===== src/fhri_defs.vh =====
// constants for the floppy host register interface
// assumes a single 200 MHz mclk standing in for the 24 MHz oscillator
`ifndef FHRI_DEFS_VH
`define FHRI_DEFS_VH

// host address decode, three lines
`define FHRI_ADDR_DRIVE_CTRL 3'h2
`define FHRI_ADDR_STATUS 3'h4
`define FHRI_ADDR_DATA 3'h5
`define FHRI_ADDR_RATE_MEDIA 3'h7

// drive control fields
`define FHRI_DCR_MOTOR_HI 7
`define FHRI_DCR_MOTOR_LO 4
`define FHRI_DCR_DMA_EN 3
`define FHRI_DCR_SOFT_RST 2
`define FHRI_DCR_RESET 8'h00

// rate select codes
`define FHRI_RATE_500 2'h0
`define FHRI_RATE_300 2'h1
`define FHRI_RATE_250 2'h2
`define FHRI_RATE_1000 2'h3
`define FHRI_RATE_RESET 2'h2

// prescaler divide factors
`define FHRI_DIV_8M 3'h3
`define FHRI_DIV_4M8 3'h5
`define FHRI_DIV_4M 3'h6

// precompensation select codes
`define FHRI_PRE_83NS 2'h0
`define FHRI_PRE_125NS 2'h1
`define FHRI_PRE_208NS 2'h2
`define FHRI_PRE_250NS 2'h3

// status bit positions
`define FHRI_MSR_RQM 7
`define FHRI_MSR_DIO 6
`define FHRI_MSR_NDMA 5
`define FHRI_MSR_CIP 4

// timing
`define FHRI_CLK_MHZ 200
`define FHRI_AUTO_LP_MS 500
`define FHRI_AUTO_LP_CYC (`FHRI_AUTO_LP_MS * `FHRI_CLK_MHZ * 1000)
`define FHRI_OSC_STAB_MS 2
`define FHRI_OSC_STAB_CYC (`FHRI_OSC_STAB_MS * `FHRI_CLK_MHZ * 1000)

`endif


===== src/fhri_top.v =====
// floppy host register interface: bus decode, rate/precomp, drive control,
// main status handshake, disk changed, low power and the first result byte
// assumes host strobes and core handshakes are synchronous to mclk
`timescale 1ns/1ps
`include "fhri_defs.vh"

// Operation
// core clock tick divides input by 3, 5 or 6 per rate
// 300 kb/s setting uses 4.8 MHz if drive type high, else 4 MHz
// rate field picks 500/250-300/250/1000 plus filter ground and speed pin
// precomp 125 ns, 83 at 1000, 208 at 300; pin high gives 250 at 250
// hardware reset loads rate field with 10, 250 kb/s
// low power stops oscillator and core; core logic idle until wake-up
// any status or data register access wakes the oscillator
// request-for-master held low while oscillator stabilises
// low power entered on command or after idle timeout
// rate and drive control registers and outputs stay live in low power
// drive select asserted only when encoded and its motor bit set
// motor bits 7..4 drive motor outputs low when set
// dma enable bit gates dma request, acknowledge and interrupt
// soft reset bit low holds core reset; registers unchanged
// status register always readable with no delay
// request-for-master clears on byte transfer, sets when core ready
// direction bit: 0 host writes, 1 host reads
// non-dma execution bit set only in non-dma execution phase
// busy bit set on first command byte, cleared at command end
// seeking bits set at seek start, cleared on sense interrupt read
// disk changed read drives bit 7 inverse input, others undriven
// first result byte carries two-bit termination code on top
// hardware reset clears drive control; core reset until bit written
// dma enable low floats interrupt and dma request, ignores acknowledge
// decode 2,4,5,7; other addresses leave the bus undriven
module fhri_top #(
  parameter AUTO_LP_CYCLES = `FHRI_AUTO_LP_CYC,
  parameter OSC_STAB_CYCLES = `FHRI_OSC_STAB_CYC
) (
  // clock and reset
  input wire mclk,
  input wire rst,
  // host bus
  input wire cs_n,
  input wire rd_n,
  input wire wr_n,
  input wire [2:0] addr,
  input wire [7:0] data_in,
  output reg [7:0] data_out,
  output reg [7:0] data_oe_n,
  // dma and interrupt pins
  output reg int_out,
  output reg int_oe_n,
  output reg dma_request,
  output reg dma_request_oe_n,
  input wire dma_acknowledge_n,
  // drive pins
  input wire drive_type_pin,
  input wire precomp_mode_pin,
  input wire disk_changed_input,
  output reg [3:0] motor_out_n,
  output reg [3:0] drive_select_n,
  output reg filter_ground_high_rate,
  output reg filter_ground_low_rate,
  output reg spindle_speed_low_current,
  // clock and power control
  output reg core_tick,
  output reg [1:0] precomp_sel,
  output reg osc_on,
  output reg core_reset,
  // controller core handshake
  input wire core_byte_ready,
  input wire core_dir_read,
  input wire core_exec_nondma,
  input wire core_cmd_done,
  input wire core_seek_set,
  input wire core_seek_clr,
  input wire [1:0] core_seek_drive,
  input wire [7:0] core_result_byte,
  input wire core_int_req,
  input wire core_dma_req,
  input wire core_lp_now,
  input wire core_lp_auto_en,
  input wire core_idle,
  input wire [1:0] res_term_code,
  input wire [5:0] res_low_bits,
  output reg [7:0] cmd_byte,
  output reg cmd_byte_strobe,
  output reg result_read_strobe,
  output reg dma_ack_core,
  output reg [7:0] result_status_zero
);

  localparam [2:0] PWR_ON = 3'h1;
  localparam [2:0] PWR_OFF = 3'h2;
  localparam [2:0] PWR_STAB = 3'h4;

  // divide factor for the core clock
  function [2:0] div_of;
    input [1:0] rate;
    input dtype;
    begin
      case (rate)
        `FHRI_RATE_500: div_of = `FHRI_DIV_8M;
        `FHRI_RATE_300: div_of = dtype ? `FHRI_DIV_4M8 : `FHRI_DIV_4M;
        `FHRI_RATE_250: div_of = `FHRI_DIV_4M;
        default: div_of = `FHRI_DIV_8M;
      endcase
    end
  endfunction

  // precompensation select
  function [1:0] pre_of;
    input [1:0] rate;
    input dtype;
    input alt;
    begin
      case (rate)
        `FHRI_RATE_1000: pre_of = `FHRI_PRE_83NS;
        `FHRI_RATE_500: pre_of = `FHRI_PRE_125NS;
        `FHRI_RATE_300: begin
          if (dtype)
            pre_of = `FHRI_PRE_208NS;
          else
            pre_of = alt ? `FHRI_PRE_250NS : `FHRI_PRE_125NS;
        end
        default: pre_of = alt ? `FHRI_PRE_250NS : `FHRI_PRE_125NS;
      endcase
    end
  endfunction

  reg [7:0] dcr_r;
  reg [1:0] rate_r;
  reg [2:0] div_cnt_r;
  reg rqm_r;
  reg cip_r;
  reg [3:0] seek_r;
  reg dkr_r;
  reg rd_q_r;
  reg wr_q_r;
  reg [2:0] pwr_r;
  reg [2:0] pwr_nxt;
  reg [31:0] lp_cnt_r;
  reg [31:0] stab_cnt_r;

  wire sel = ~cs_n;
  wire rd_act = sel & ~rd_n;
  wire wr_act = sel & ~wr_n;
  wire rd_start = rd_act & ~rd_q_r;
  wire wr_start = wr_act & ~wr_q_r;
  wire msr_hit = (addr == `FHRI_ADDR_STATUS);
  wire dr_hit = (addr == `FHRI_ADDR_DATA);
  wire wake_acc = (rd_start | wr_start) & (msr_hit | dr_hit);
  wire run = pwr_r[0];
  wire dma_en = dcr_r[`FHRI_DCR_DMA_EN];
  wire dr_wr = wr_start & dr_hit & run & rqm_r & ~core_reset;
  wire dr_rd = rd_start & dr_hit & run & rqm_r & ~core_reset;
  wire [2:0] div_n = div_of(rate_r, drive_type_pin);
  wire [3:0] motor_on = dcr_r[`FHRI_DCR_MOTOR_HI:`FHRI_DCR_MOTOR_LO];
  wire [7:0] msr_val = {rqm_r & run, core_dir_read, core_exec_nondma, cip_r, seek_r};

  always @(posedge mclk) begin
    rd_q_r <= rd_act;
    wr_q_r <= wr_act;
  end

  // host register writes
  always @(posedge mclk) begin
    if (rst) begin
      dcr_r <= `FHRI_DCR_RESET;
      rate_r <= `FHRI_RATE_RESET;
    end else if (wr_start) begin
      if (addr == `FHRI_ADDR_DRIVE_CTRL)
        dcr_r <= data_in;
      if (addr == `FHRI_ADDR_RATE_MEDIA)
        rate_r <= data_in[1:0];
    end
  end

  // power state, registers above are untouched by it
  always @* begin
    pwr_nxt = pwr_r;
    case (pwr_r)
      PWR_ON: begin
        if (core_lp_now | (core_lp_auto_en & (lp_cnt_r == AUTO_LP_CYCLES - 1)))
          pwr_nxt = PWR_OFF;
      end
      PWR_OFF: begin
        if (wake_acc)
          pwr_nxt = PWR_STAB;
      end
      PWR_STAB: begin
        if (stab_cnt_r == OSC_STAB_CYCLES - 1)
          pwr_nxt = PWR_ON;
      end
      default: pwr_nxt = PWR_ON;
    endcase
  end

  always @(posedge mclk) begin
    if (rst) begin
      pwr_r <= PWR_ON;
      lp_cnt_r <= 32'h0;
      stab_cnt_r <= 32'h0;
    end else begin
      pwr_r <= pwr_nxt;
      if (run & core_idle & core_lp_auto_en)
        lp_cnt_r <= lp_cnt_r + 32'h1;
      else
        lp_cnt_r <= 32'h0;
      if (pwr_r == PWR_STAB)
        stab_cnt_r <= stab_cnt_r + 32'h1;
      else
        stab_cnt_r <= 32'h0;
    end
  end

  // core clock prescaler, held at zero while the oscillator is off or stabilising
  always @(posedge mclk) begin
    if (rst) begin
      div_cnt_r <= 3'h0;
      core_tick <= 1'b0;
    end else if (!run) begin
      div_cnt_r <= 3'h0;
      core_tick <= 1'b0;
    end else if (div_cnt_r >= div_n - 3'h1) begin
      div_cnt_r <= 3'h0;
      core_tick <= 1'b1;
    end else begin
      div_cnt_r <= div_cnt_r + 3'h1;
      core_tick <= 1'b0;
    end
  end

  // main status handshake, core events win over host clears
  always @(posedge mclk) begin
    if (rst | core_reset) begin
      rqm_r <= 1'b0;
      cip_r <= 1'b0;
      seek_r <= 4'h0;
    end else begin
      if (core_byte_ready)
        rqm_r <= 1'b1;
      else if (dr_wr | dr_rd)
        rqm_r <= 1'b0;
      if (dr_wr & ~cip_r)
        cip_r <= 1'b1;
      else if (core_cmd_done)
        cip_r <= 1'b0;
      if (core_seek_set)
        seek_r[core_seek_drive] <= 1'b1;
      else if (core_seek_clr)
        seek_r[core_seek_drive] <= 1'b0;
    end
  end

  // host read data and bus drive
  always @(posedge mclk) begin
    if (rst) begin
      data_out <= 8'h00;
      data_oe_n <= 8'hff;
      dkr_r <= 1'b0;
    end else begin
      dkr_r <= ~disk_changed_input;
      data_out <= 8'h00;
      data_oe_n <= 8'hff;
      if (rd_act) begin
        case (addr)
          `FHRI_ADDR_STATUS: begin
            data_out <= msr_val;
            data_oe_n <= 8'h00;
          end
          `FHRI_ADDR_DATA: begin
            data_out <= core_result_byte;
            data_oe_n <= 8'h00;
          end
          `FHRI_ADDR_RATE_MEDIA: begin
            data_out <= {dkr_r, 7'h00};
            data_oe_n <= 8'h7f;
          end
          default: begin
            data_out <= 8'h00;
            data_oe_n <= 8'hff;
          end
        endcase
      end
    end
  end

  // strobes to the core
  always @(posedge mclk) begin
    if (rst) begin
      cmd_byte <= 8'h00;
      cmd_byte_strobe <= 1'b0;
      result_read_strobe <= 1'b0;
    end else begin
      cmd_byte_strobe <= dr_wr;
      result_read_strobe <= dr_rd;
      if (dr_wr)
        cmd_byte <= data_in;
    end
  end

  // drive, rate and gating outputs
  always @(posedge mclk) begin
    if (rst) begin
      motor_out_n <= 4'hf;
      drive_select_n <= 4'hf;
      filter_ground_high_rate <= 1'b0;
      filter_ground_low_rate <= 1'b0;
      spindle_speed_low_current <= 1'b0;
      precomp_sel <= `FHRI_PRE_125NS;
      osc_on <= 1'b1;
      core_reset <= 1'b1;
      int_out <= 1'b0;
      int_oe_n <= 1'b1;
      dma_request <= 1'b0;
      dma_request_oe_n <= 1'b1;
      dma_ack_core <= 1'b0;
      result_status_zero <= 8'h00;
    end else begin
      motor_out_n <= ~motor_on;
      drive_select_n <= 4'hf;
      if (motor_on[dcr_r[1:0]])
        drive_select_n[dcr_r[1:0]] <= 1'b0;
      filter_ground_high_rate <= (rate_r == `FHRI_RATE_500);
      filter_ground_low_rate <= (rate_r == `FHRI_RATE_300) | (rate_r == `FHRI_RATE_250);
      spindle_speed_low_current <= (rate_r == `FHRI_RATE_500) |
        ((rate_r == `FHRI_RATE_1000) & ~drive_type_pin);
      precomp_sel <= pre_of(rate_r, drive_type_pin, precomp_mode_pin);
      osc_on <= pwr_nxt != PWR_OFF;
      core_reset <= ~dcr_r[`FHRI_DCR_SOFT_RST];
      int_out <= dma_en & core_int_req;
      int_oe_n <= ~dma_en;
      dma_request <= dma_en & core_dma_req;
      dma_request_oe_n <= ~dma_en;
      dma_ack_core <= dma_en & ~dma_acknowledge_n;
      result_status_zero <= {res_term_code, res_low_bits};
    end
  end

endmodule


===== config.mk =====
export PLATFORM = sky130hd
export DESIGN_NAME = fhri_top
export DESIGN_NICKNAME = d
export VERILOG_FILES = /design/src/fhri_top.v
export VERILOG_INCLUDE_DIRS = /design/src
export SDC_FILE = /design/constraint.sdc
export NUM_CORES = 1
export LEC_CHECK = 0
export ABC_AREA = 1
export BUFFER_PORTS_ARGS = -buffer_cell sky130_fd_sc_hd__buf_2
export CAP_MARGIN = 0
export CORE_MARGIN = 2
export CORE_UTILIZATION = 55
export DETAILED_ROUTE_END_ITERATION = 12
export GPL_ROUTABILITY_DRIVEN = 0
export PLACE_DENSITY_LB_ADDON = 0.08
export SLEW_MARGIN = 10
export SYNTH_ARGS = -nofsm -noshare
export SYNTH_HDL_FRONTEND = slang
export SYNTH_SLANG_ARGS = --single-unit

===== constraint.sdc =====
create_clock -name mclk -period 5.04 [get_ports mclk]
set_input_delay 0 -clock mclk [delete_from_list [all_inputs] [get_ports mclk]]
set_output_delay 0 -clock mclk [all_outputs]
set_load 0.05 [all_outputs]

==> flow_summary_export.csv <==
group,metric,value,unit
routing,routed_wirelength,15500,microns
outcome,status,"finished, final reports clean",
floorplanning,die_area,12200,sq um
setup_path,cp-endpoint,"div_cnt_r[1]$_SDFF_PP0_",
sta,finalSetupTns,0,ns
power,switching_share,22.4,%
cts,clk_pin_slew,0.06,ns
routing,drc,0,
global_routing,globalRouteOverflowTotal,0,
synth,synth_edf_count,0,
synth,ys.flop_type,"dfxtp_1",
placed_design,post-dp-hpwl,10500,microns
sta,period_needed,2.20,ns
power,total_power,2630,uW
cts,cts_sinks,137,
sta,rsz0062_at_grt,"no",
cts,cts_tree,"yes",
global_routing,track_usage,26.7,%
synth,ys_types,36,
job,cap_violations,0,
cts,clk_path_buf_depth,2,
power,combinationalPowerShare,5.8,%
sta,tightest_slew,0.776,ns
placed_design,dp.cells,1088,
min_path,min_from,"rst",
power,p_leak,0.00307,uW
finish,multi_input_area,2980,sq um
floorplanning,ioPinCount,104,
cts,cts_root_buf,"clkbuf_16",
finish,nets,1074,
floorplanning,initial_utilization,56.9,%
finish,diodes,0,
cts,clk_latency,0.42,ns
power,peakVddDrop,0.340,mV
synth,synth-seq-area-share,44.1,%
finish,fillerInstances,882,
finish,mostFrequentLayoutCell,"nand2_1",
global_routing,grt_pass1_vias,5510,
cts,htreeDepth,4,
synth,async_reset_ff_share,0,%
setup_path,critPathLaunch,"rate_r[0]$_SDFFE_PP0P_",
setup_path,r2r_setup_slack,2.84,ns
setup_path,crit_path_max_fanout,3,
routing,vias,5893,
setup_path,crit_arrival,2.56,ns
synth,synth_seq_cells,137,
finish,seqCellArea,2740,sq um
finish,layout_common_cells,"nand2_1, nor2_1, dfxtp_1",
cts,cts_made_buffers,17,
routing,post_drt_wl_per_cell,13.3,microns
setup_path,r2r-start,"rate_r[0]$_SDFFE_PP0P_",
global_routing,grt_pass1_wl,25200,microns
floorplanning,core_area,10900,sq um
sta,slew_violations,0,
setup_path,rr_worst_depth,12,
routing,drt-pass1-iter-count,6,
setup_path,critPathKind,"register to register",
sta,fin_skew,0.00591,ns
floorplanning,die-height,110,microns
setup_path,start_kind,"register",
routing,viasPerCell,5.05,
finish,final_cells,1167,
finish,drive_gt1_share,19.7,%
power,p_switching,588,uW
setup_path,rr_endpoint,"div_cnt_r[1]$_SDFF_PP0_",
setup_path,critPathCaptureType,"register",
power,p_int,2040,uW
synth,syn_inst,861,
floorplanning,fp.dieW,110,microns
cts,post_cts_buffers,0,
sta,fin_crit_sh,43.7,%
routing,drt_first_iter_violations,462,
setup_path,required,5.39,ns
synth,mappedNetlistArea,6220,sq um
sta,relSlewSlack,48.2,%
floorplanning,row_count,38,
global_routing,antenna_found_initial,0,
synth,synth_area_per_cell,7.23,sq um
placed_design,io_buffers,103,
power,pwr-share-seq,42.1,%
sta,fmax,0.454,GHz
power,p_clk_share,52.0,%
synth,synth-warning-count,0,
power,powerDensity,331,nW/um^2
global_routing,grt_max_degree,30,
sta,final_hold_viol_count,0,
sta,setup_violations,0,
routing,drtAntennaViolNets,0,
synth,synth_nets,921,
min_path,hp-class,"input pin to register",
finish,syn2layout_area_growth,27.7,%
-- synthesized netlist by cell type, types with 6 or more instances --
cell / number / area share [%]
nand2_1: 175 / 11
o21ai_0: 34 / 2.7
a21oi_1: 64 / 5.1
nand2_2: 10 / 1.0
nand3_2: 7 / 1.1
nand3b_1: 8 / 0.96
nand3_1: 39 / 3.1
inv_1: 94 / 5.7
dfxtp_1: 137 / 44
nand4_1: 16 / 1.6
nor2_4: 7 / 1.3
nor3_1: 24 / 1.9
xor2_1: 10 / 1.4
inv_2: 14 / 0.84
buf_4: 7 / 0.84
nor2_2: 13 / 1.3
ha_1: 11 / 2.2
clkbuf_1: 6 / 0.36
nor2_1: 147 / 8.9
-- worst min-delay path by stage --
stage	end	slack, ns	cells after the start
2_1_floorplan	dkr_r$_SDFF_PP0_	0.07	1
6_report	dkr_r$_SDFF_PP0_	0.01	2
4_1_cts	data_oe_n[7]$_SDFF_PP1_	0.002	4
3_3_place_gp	dkr_r$_SDFF_PP0_	0.15	2
3_5_place_dp	dkr_r$_SDFF_PP0_	0.16	2
5_1_grt	filter_ground_high_rate$_SDFF_PP0_	0.02	2
-- critical path, stage by stage (launching register included) --
cell      delay (ns)
dfxtp_1         0.37
inv_1           0.09
ha_1            0.21
nor2_1          0.16
a21oi_1         0.08
nor2_1          0.10
ha_1            0.16
xnor2_1         0.12
ha_1            0.27
a21oi_1         0.13
o211ai_1        0.11
nand3b_1        0.20
nor2_1          0.13
-- metrics by stage --
step	hold WS, ns	util (%)	setup WS (ns)	cell area [sq um]
after floorplan	0.0667	-	3.05	6220
after global placement	0.151	62.4	2.92	6830
after detailed placement	0.160	62.4	2.85	6830
after CTS	0.00240	72.7	2.82	7950
after global routing	0.0170	72.7	2.61	7950
final	0.0110	72.7	2.84	7950
-- what timing repair did --
action,in CTS,in global routing
endpoints found under the hold margin,55,0
hold buffers,47,0
resized for setup,0,0
setup endpoints to repair,0,0
-- layer usage --
layer / global-route usage [%] / vias to the layer above / wire length [microns]
met3: 7.29 / 28 / 627
met5: 0 / - / 0
met1: 32.7 / 2674 / 6870
met2: 45.5 / 133 / 7740
met4: 8.66 / 0 / 264
li1: - / 3058 / -
-- area by class of cell --
class	instances	area share, %
multi-input cells	598	37.5
flip-flops and latches	137	34.5
repair buffers	151	12.5
clock buffers	17	5.35
inverters	109	5.16
clock inverters	15	2.82
well taps	140	2.20
-- cells by family after synthesis --
group / count (synthesis) / synth area share (%)
buffers and inverters: 126 / 8.12
AO/OA/AOI/OAI: 111 / 9.27
AND/OR/NAND/NOR: 463 / 34.5
flip-flops: 137 / 44.1
XOR/XNOR: 13 / 1.83
adder cells (fa/ha/maj): 11 / 2.21
-- power by group through the flow --
stage	Combinational [uW]	Clock (uW)	Sequential (uW)
global route	170	1430	1110
global placement	123	0	1130
floorplan	55.5	0	1160
finish	154	1370	1110
detailed placement	124	0	1130
CTS	151	1380	1110
-- sequential cells by signal (all words and copies together) (netlist names), 2 cells and up, named ones only --
signal	count
lp_cnt_r	32
rate_r	2
precomp_sel	2
cmd_byte	8
pwr_r	3
drive_select_n	4
dcr_r	8
data_oe_n	2
motor_out_n	4
div_cnt_r	3
data_out	8
result_status_zero	8
stab_cnt_r	32
(Power assumes the default switching activity.)
